[config.mk]
export PLATFORM = sky130hd
export DESIGN_NAME = dog_top
export DESIGN_NICKNAME = d
export VERILOG_FILES = /design/src/hw/dog_pkg.sv /design/src/hw/dog_gate_chan.sv /design/src/hw/dog_top.sv
export VERILOG_INCLUDE_DIRS = /design/src /design/src/hw
export SDC_FILE = /design/constraint.sdc
export NUM_CORES = 1
export LEC_CHECK = 0
export CAP_MARGIN = 40
export CORE_MARGIN = 10
export CORE_UTILIZATION = 65
export CTS_BUF_LIST = sky130_fd_sc_hd__clkbuf_4 sky130_fd_sc_hd__clkbuf_8 sky130_fd_sc_hd__clkbuf_16
export CTS_CLUSTER_DIAMETER = 100
export CTS_CLUSTER_SIZE = 24
export DETAILED_ROUTE_END_ITERATION = 6
export DONT_BUFFER_PORTS = 1
export MAX_ROUTING_LAYER = met4
export PLACE_DENSITY = 0.81
export SLEW_MARGIN = 20
export SYNTH_ARGS = -nofsm -noshare
export SYNTH_HDL_FRONTEND = slang
export SYNTH_SLANG_ARGS = --single-unit
export TNS_END_PERCENT = 100
[constraint.sdc]
create_clock -name clk_sys_in -period 5.05 [get_ports clk_sys_in]
set_clock_uncertainty 0.1 [all_clocks]
set_input_delay 0.505 -clock clk_sys_in [delete_from_list [all_inputs] [get_ports clk_sys_in]]
set_output_delay 0.505 -clock clk_sys_in [all_outputs]
set_load 0.05 [all_outputs]
[src/hw/dog_defines.svh]
// constants for the dual output clock gate
`ifndef DOG_DEFINES_SVH
`define DOG_DEFINES_SVH

// system clock rate in MHz (period 100 ns)
`define DOG_SYS_CLK_MHZ        10
// supply turn-on delay in microseconds after leaving the all-off state
`define DOG_TON_US             200
// width in bits of the source period counter, which counts system cycles
`define DOG_PERIOD_W           8
// width of the turn-on delay counter
`define DOG_TON_W              12
// level that a disabled gated output rests at
`define DOG_REST_LEVEL         1'h0

`endif

[src/hw/dog_pkg.sv]
// types for the dual output clock gate
package dog_pkg;

    // state of the regulated supply for the clock path
    typedef enum logic [1:0] {
        DOG_SUPPLY_OFF,
        DOG_SUPPLY_RAMP,
        DOG_SUPPLY_ON
    } dog_supply_type;

endpackage

[src/hw/dog_gate_chan.sv]
// one gated clock channel: request capture and output gate
`timescale 1ns/1ps
`default_nettype none
`include "dog_defines.svh"

module dog_gate_chan (
    // clock and control
    input  wire logic clk_sys_in,
    input  wire logic rst_in,
    input  wire logic ce_in,
    // request and channel clock
    input  wire logic request_in,
    input  wire logic level_in,
    input  wire logic fall_in,
    // gated clock
    output logic      gated_out,
    output logic      gate_en_out
);
    import dog_pkg::*;

    logic gate_en;

    // request is taken on fall_in: the channel's own falling edge, when the channel clock is low,
    // or any cycle the top's source stage is shut, so the gate shuts mid pulse only at all-off
    always_ff @(posedge clk_sys_in) begin
        if (rst_in) begin
            gate_en <= 1'h0;
        end else if (ce_in && fall_in) begin
            gate_en <= request_in;
        end
    end

    always_ff @(posedge clk_sys_in) begin
        if (rst_in) begin
            gated_out <= `DOG_REST_LEVEL;
        end else if (ce_in) begin
            gated_out <= gate_en ? level_in : `DOG_REST_LEVEL;
        end
    end

    assign gate_en_out = gate_en;

    a_gate_only_fall: assert property (@(posedge clk_sys_in) disable iff (rst_in)
        (!(ce_in && fall_in)) |=> $stable(gate_en))
        else $error("gate enable changed away from a falling edge");

    a_rest_when_off: assert property (@(posedge clk_sys_in) disable iff (rst_in)
        (ce_in && !gate_en) |=> (gated_out == `DOG_REST_LEVEL))
        else $error("disabled output left its rest level");

    a_gate_opens_low: assert property (@(posedge clk_sys_in) disable iff (rst_in)
        $rose(gate_en) |-> !$past(level_in))
        else $error("gate opened while channel clock was high");

endmodule
`default_nettype wire

[src/hw/dog_top.sv]
// dual output clock gate: source stage, duty regeneration, supply and two gates
`timescale 1ns/1ps
`default_nettype none
`include "dog_defines.svh"

// Contract
// - output a runs while request a is high and stays off while it is low.
// - output b runs while request b is high and stays off while it is low.
// - each output is steered by its own request only, whatever the other does; the code also gates each by supply_valid, which either request holds up.
// - the regulator enable is low when both requests are low and high otherwise.
// - with both requests low the source input stage is shut and ignores the source.
// - output b is the inverse of the source clock and output a follows its polarity.
// - outputs switch on and off in step with the source, but shutting the stage at all-off may cut a running pulse short.
// - each request is held in a storage element that directly gates its output.
// - output a's gate enable is updated on the regenerated clock's falling edge, half a period after the rise.
// - output b's gate enable is updated on the source rising edge, output b's fall.
// - the outputs are regenerated to a 50% duty cycle from a slightly uneven source.
// - after leaving all-off the supply becomes valid after about 200 us.
module dog_top #(
    parameter int PERIOD_W = `DOG_PERIOD_W,
    parameter int TON_W    = `DOG_TON_W
) (
    // clock, reset and enable
    input  wire logic clk_sys_in,
    input  wire logic rst_in,
    input  wire logic ce_in,
    // source clock and requests
    input  wire logic src_clk_in,
    input  wire logic request_a_in,
    input  wire logic request_b_in,
    // gated clocks
    output logic      gated_out_a_out,
    output logic      gated_out_b_out,
    // supply control and status
    output logic      reg_en_out,
    output logic      supply_valid_out,
    output dog_pkg::dog_supply_type supply_state_out
);
    import dog_pkg::*;

    localparam int TON_CYCLES_INT = `DOG_TON_US * `DOG_SYS_CLK_MHZ;
    localparam logic [TON_W-1:0] TON_CYCLES = TON_W'(TON_CYCLES_INT);
    localparam logic [PERIOD_W-1:0] CNT_MAX = {PERIOD_W{1'b1}};

    logic                reg_en;
    logic                stage_on;
    logic                src_q;
    logic                src_d;
    logic                src_rise;
    logic [PERIOD_W-1:0] cnt;
    logic [PERIOD_W-1:0] period;
    logic [PERIOD_W-1:0] half;
    logic                regen;
    logic                regen_d;
    logic                regen_rise;
    logic                regen_fall;
    logic                next_regen;
    dog_supply_type      supply;
    dog_supply_type      next_supply;
    logic [TON_W-1:0]    ton_cnt;
    logic                supply_valid;
    logic                req_a_ok;
    logic                req_b_ok;
    logic                gate_en_a;
    logic                gate_en_b;

    // regulator enable from the two requests
    always_ff @(posedge clk_sys_in) begin
        if (rst_in) begin
            reg_en <= 1'h0;
        end else if (ce_in) begin
            reg_en <= request_a_in | request_b_in;
        end
    end

    assign stage_on = reg_en;

    // input stage: holds still while shut, so a running source costs nothing
    always_ff @(posedge clk_sys_in) begin
        if (rst_in) begin
            src_q <= 1'h0;
            src_d <= 1'h0;
        end else if (ce_in && stage_on) begin
            src_q <= src_clk_in;
            src_d <= src_q;
        end
    end

    assign src_rise = stage_on & src_q & ~src_d;

    // period measure between source rising edges, saturating
    always_ff @(posedge clk_sys_in) begin
        if (rst_in) begin
            cnt    <= '0;
            period <= '0;
        end else if (ce_in) begin
            if (!stage_on) begin
                cnt    <= '0;
                period <= '0;
            end else if (src_rise) begin
                period <= (cnt == CNT_MAX) ? CNT_MAX : cnt + PERIOD_W'(1);
                cnt    <= '0;
            end else if (cnt != CNT_MAX) begin
                cnt <= cnt + PERIOD_W'(1);
            end
        end
    end

    assign half = period >> 1;

    // regenerated clock: high for the first half of the measured period.
    // until a period is known the sampled source passes as it is; odd
    // periods lose the odd cycle to the low phase, the best a whole
    // cycle grid allows
    always_comb begin
        next_regen = src_q;
        if (!stage_on) begin
            next_regen = 1'h0;
        end else if (period >= PERIOD_W'(2)) begin
            if (src_rise) begin
                next_regen = 1'h1;
            end else begin
                next_regen = (cnt + PERIOD_W'(1)) < half;
            end
        end
    end

    always_ff @(posedge clk_sys_in) begin
        if (rst_in) begin
            regen   <= 1'h0;
            regen_d <= 1'h0;
        end else if (ce_in) begin
            regen   <= next_regen;
            regen_d <= regen;
        end
    end

    assign regen_rise = regen & ~regen_d;
    assign regen_fall = ~regen & regen_d;

    // supply sequencing: the path is trusted only after the turn-on delay
    always_comb begin
        next_supply = supply;
        case (supply)
            DOG_SUPPLY_OFF: begin
                if (reg_en) begin
                    next_supply = DOG_SUPPLY_RAMP;
                end
            end
            DOG_SUPPLY_RAMP: begin
                if (!reg_en) begin
                    next_supply = DOG_SUPPLY_OFF;
                end else if (ton_cnt >= TON_CYCLES - TON_W'(1)) begin
                    next_supply = DOG_SUPPLY_ON;
                end
            end
            DOG_SUPPLY_ON: begin
                if (!reg_en) begin
                    next_supply = DOG_SUPPLY_OFF;
                end
            end
            default: begin
                next_supply = DOG_SUPPLY_OFF;
            end
        endcase
    end

    always_ff @(posedge clk_sys_in) begin
        if (rst_in) begin
            supply <= DOG_SUPPLY_OFF;
        end else if (ce_in) begin
            supply <= next_supply;
        end
    end

    always_ff @(posedge clk_sys_in) begin
        if (rst_in) begin
            ton_cnt <= '0;
        end else if (ce_in) begin
            if (supply == DOG_SUPPLY_RAMP) begin
                ton_cnt <= ton_cnt + TON_W'(1);
            end else begin
                ton_cnt <= '0;
            end
        end
    end

    assign supply_valid = (supply == DOG_SUPPLY_ON);

    // each channel sees its own request, gated by supply_valid
    assign req_a_ok = request_a_in & supply_valid;
    assign req_b_ok = request_b_in & supply_valid;

    // channel a follows the source, gate taken on its falling edge
    dog_gate_chan u_chan_a (
        .clk_sys_in  (clk_sys_in),
        .rst_in      (rst_in),
        .ce_in       (ce_in),
        .request_in  (req_a_ok),
        .level_in    (regen),
        // a shut stage makes no more edges, so the gate is reloaded
        // while shut; otherwise a stale gate would reopen before supply valid
        .fall_in     (regen_fall | ~stage_on),
        .gated_out   (gated_out_a_out),
        .gate_en_out (gate_en_a)
    );

    // channel b is inverted, so the source rise is its own fall
    dog_gate_chan u_chan_b (
        .clk_sys_in  (clk_sys_in),
        .rst_in      (rst_in),
        .ce_in       (ce_in),
        .request_in  (req_b_ok),
        .level_in    (~regen),
        // with the stage shut the inverted level sits high, so a gate left
        // open would hold output b high for good; shutting may cut its last pulse
        .fall_in     (regen_rise | ~stage_on),
        .gated_out   (gated_out_b_out),
        .gate_en_out (gate_en_b)
    );

    assign reg_en_out       = reg_en;
    assign supply_valid_out = supply_valid;
    assign supply_state_out = supply;

    a_reg_en_both_low: assert property (@(posedge clk_sys_in) disable iff (rst_in)
        (ce_in && !request_a_in && !request_b_in) |=> !reg_en_out)
        else $error("regulator enabled with both requests low");

    a_reg_en_one_high: assert property (@(posedge clk_sys_in) disable iff (rst_in)
        (ce_in && (request_a_in || request_b_in)) |=> reg_en_out)
        else $error("regulator off with a request high");

    a_stage_shut_hold: assert property (@(posedge clk_sys_in) disable iff (rst_in)
        !stage_on |=> ($stable(src_q) && !regen))
        else $error("input stage moved while shut");

    a_out_b_inverse: assert property (@(posedge clk_sys_in) disable iff (rst_in)
        ($past(ce_in) && gated_out_b_out) |-> !$past(regen))
        else $error("output b not inverse of source");

    a_out_a_follow: assert property (@(posedge clk_sys_in) disable iff (rst_in)
        ($past(ce_in) && gated_out_a_out) |-> $past(regen))
        else $error("output a not following source");

    a_supply_wait_on: assert property (@(posedge clk_sys_in) disable iff (rst_in)
        $rose(reg_en) |-> !supply_valid [*8])
        else $error("supply valid too early after turn on");

    a_supply_count_on: assert property (@(posedge clk_sys_in) disable iff (rst_in)
        $rose(supply_valid) |-> ($past(ton_cnt) == TON_CYCLES - TON_W'(1)))
        else $error("supply valid at wrong delay");

    a_a_off_no_req: assert property (@(posedge clk_sys_in) disable iff (rst_in)
        (ce_in && !request_a_in && regen_fall) |=> ##1 !gated_out_a_out [*2])
        else $error("output a ran without request");

    a_b_off_no_req: assert property (@(posedge clk_sys_in) disable iff (rst_in)
        (ce_in && !request_b_in && regen_rise) |=> ##1 !gated_out_b_out [*2])
        else $error("output b ran without request");

    a_duty_high_half: assert property (@(posedge clk_sys_in) disable iff (rst_in)
        (ce_in && stage_on && period >= PERIOD_W'(2) && !src_rise && regen_d && regen)
        |-> (cnt < half))
        else $error("regenerated high phase past half period");

endmodule
`default_nettype wire

==> summary.md <==
| Metric | Value |
|---|---|
| Run status | complete, no violations |
| Critical Setup Path Class | reg -> reg |
| Horiz. Die Dim | 73.4 microns |
| DR vias | 1542 |
| Total global-route track usage | 15.2% |
| Remaining DRCs | 0 |
| Worst min-delay path category | in -> reg |
| Height of the die | 73.4 microns |
| Setup crit start kind | flip-flop |
| Leading cell type in the layout, fill and taps excluded | dfxtp_1 |
| Final Max Tran Viols | 0 |
| Post-detailed-route wirelength per cell | 14.4 microns |
| Relative max-transition margin | 51.6% |
| Clk sinks | 38 |
| Static leakage | 0.668 nW |
| Post-CTS resize count | 0 |
| Synth cell types | 40 |
| Pre-CTS setup slack | 2.61 ns |
| CTS Hold Buffers Added | 0 |
| Die Outline Area | 0.00539 sq mm |
| Netlist Area Pre-Place | 0.00185 sq mm |
| Share of the yosys chip area belonging to registers | 41.1% |
| Peak supply drop | 0.223 mV |
| Post-route worst hold slack | 0.104 ns |
| Register bit count reported by yosys | 38 |
| Synthesis warning total | 0 |
| Clock slew seen by the registers of the worst setup and hold paths | 0.12 ns |
| Number of violations reported at the end of detailed-routing iteration 0 | 105 |
| Buffer count from post-CTS setup fixing | 0 |
| Wirelength, routed | 3.74 mm |
| Worst Slack Setup Final | 2.73 ns |
| Number of global-route vias before repair | 1473 |
| Master cell of the clock root buffer | clkbuf_4 |
| Gate count after technology mapping | 224 |
| Clock tree from TritonCTS | yes |
| Number of synthesized flops with an enable pin | 0 |
| Total Nets Final | 241 |
| Insertion delay of the later-clocked pin in the worst-skew pair | 0.35 ns |
| Top library cells by usage in the layout, fill and taps aside | 38 x dfxtp_1, 29 x nand2_1, 27 x nor2_1, 21 x a21oi_1, 11 x inv_1 |
| Vias/cell | 5.95 |
| Port Buf Inserts | 0 |
| H-Tree Depth | 2 |
| Prevailing post-synth register cell | dfxtp_1 |
| Clock period minus final worst setup slack | 2.32 ns |
| Pin count of the biggest net entering global routing | 24 |
| Power per cell area | 256 mW/mm^2 |
| Residual overflow from global routing | 0 |
| Clock buffer depth | 2 |
| Core region area | 0.00273 sq mm |
| Post-route setup TNS | 0 ns |
| Data required, critical path | 5.22 ns |
| Portion of the clock cycle consumed by the worst path in the final layout | 45.9% |
| HPWL after DPL | 2.68 mm |
| Number of setup violations in the final report | 0 |
| Endpoint kind of the worst setup timing path | flip-flop |
| Antenna diodes | 0 |
| Global placement routability congestion | 0.843 |
| Standard-cell row count | 19 |
| Initial antenna violation count | 0 |
| Mean instance size in the synthesized netlist | 8.27 sq um |
| First-pass iteration count of the detailed router | 4 |
| Initial Util | 67.8% |
| Total clock buffers created by CTS | 5 |
| I/O Pins | 12 |
| Unrepaired setup endpoints after global routing | no |
| Count of final hold-check violations | 0 |
| Critical Path AT | 2.48 ns |
| Synthesis-to-layout area growth | 5.67% |
| Slew at the pin closest to its max-slew limit | 0.721 ns |
| Ratio of cells with drive above 1 in the final layout | 8.33% |
| Max-Cap Viols | 0 |
| Maximum fanout count along the critical path | 5 |
| First-pass GRT wire length | 6.52 mm |
| Synthesized netlist net count | 238 |
| FFs w/ async S/R, synth | 0% |
| Antenna-violating nets left | 0 |
| Max Clk Rate | 0.432 GHz |
[final timing paths]
path / end / from / cells past startpoint / slack, ns
worst max-delay path: regen / cnt[0] / 8 / 2.73
worst min register to register: period[4] / period[4] / 2 / 0.36
worst min-delay path: period[4] / rst_in / 1 / 0.10
worst max register to register: regen / cnt[0] / 8 / 2.73
[cell type report]
cell class                      instances  area (sq um)
Inverter                               12          45.0
Clock inverter                          2          12.5
Clock buffer                            6          51.3
Multi-Input combinational cell        168          1030
Timing Repair Buffer                    2          22.5
Fill cell                             217           776
Tap cell                               31          38.8
Sequential cell                        38           761
[synthesized netlist by cell type, types with 3 or more instances]
| cell type | count | area share (%) |
|---|---|---|
| nand2b_1 | 3 | 1.0 |
| nand2_1 | 29 | 5.9 |
| a21oi_1 | 21 | 5.7 |
| nand3_1 | 8 | 2.2 |
| nor3_1 | 4 | 1.1 |
| xor2_1 | 8 | 3.8 |
| nand4_1 | 3 | 1.0 |
| mux2i_1 | 3 | 1.6 |
| o21ai_0 | 9 | 2.4 |
| nor2b_1 | 3 | 1.0 |
| a31oi_1 | 3 | 1.0 |
| dfxtp_1 | 38 | 41 |
| xnor2_1 | 9 | 4.3 |
| nor2_1 | 27 | 5.5 |
| clkbuf_1 | 5 | 1.0 |
| ha_1 | 8 | 5.4 |
| a21o_1 | 3 | 1.2 |
| inv_1 | 11 | 2.2 |
[power breakdown]
group / internal [mW] / switching [mW]
combinational: 0.00958 / 0.0172
sequential: 0.302 / 0.00406
clock: 0.0669 / 0.101
[flip-flops by register name, indices dropped and copies added, names as in the netlist, 2 cells and up]
register / count
ton_cnt: 12
supply_state_out: 2
cnt: 8
period: 7
[stage by stage]
stage	cell area [sq um]	util [%]	total power [mW]	instances
finish	1960	71.6	0.501	259
global route	1960	71.6	0.522	259
CTS	1940	70.8	0.502	258
detailed placement	1870	68.5	0.337	250
global placement	1870	68.2	0.335	249
floorplan	1850	-	0.337	224
[kinds of logic after synthesis]
| group | count (synthesis) | synth area share [%] |
|---|---|---|
| xor gates and xnor gates | 17 | 8.04 |
| and+or+nand+nor | 88 | 22.1 |
| buffers and inverters | 18 | 3.85 |
| adders and majority gates | 8 | 5.40 |
| AOI/OAI and AO/OA | 52 | 18.0 |
| DFF | 38 | 41.1 |
| muxes | 3 | 1.62 |
[routing by layer]
metal	GRT usage, %	vias up	routed length (microns)	share of wire, %
li1	-	782	-	-
met1	18.6	720	1740	46
met5	-	-	0	0
met4	5.38	0	48	1.3
met2	22.9	35	1750	47
met3	4.71	5	205	5.5
[critical path, cell delays in order, from the launching register on]
cell and delay (ns):
dfxtp_1 0.42, ha_1 0.27, nand2_1 0.11, or2_2 0.34, xnor2_1 0.21, ha_1 0.29, a21oi_1 0.13, o211ai_1 0.11
a311oi_1 0.24
No activity file was read; power rests on OpenSTA's default activity.
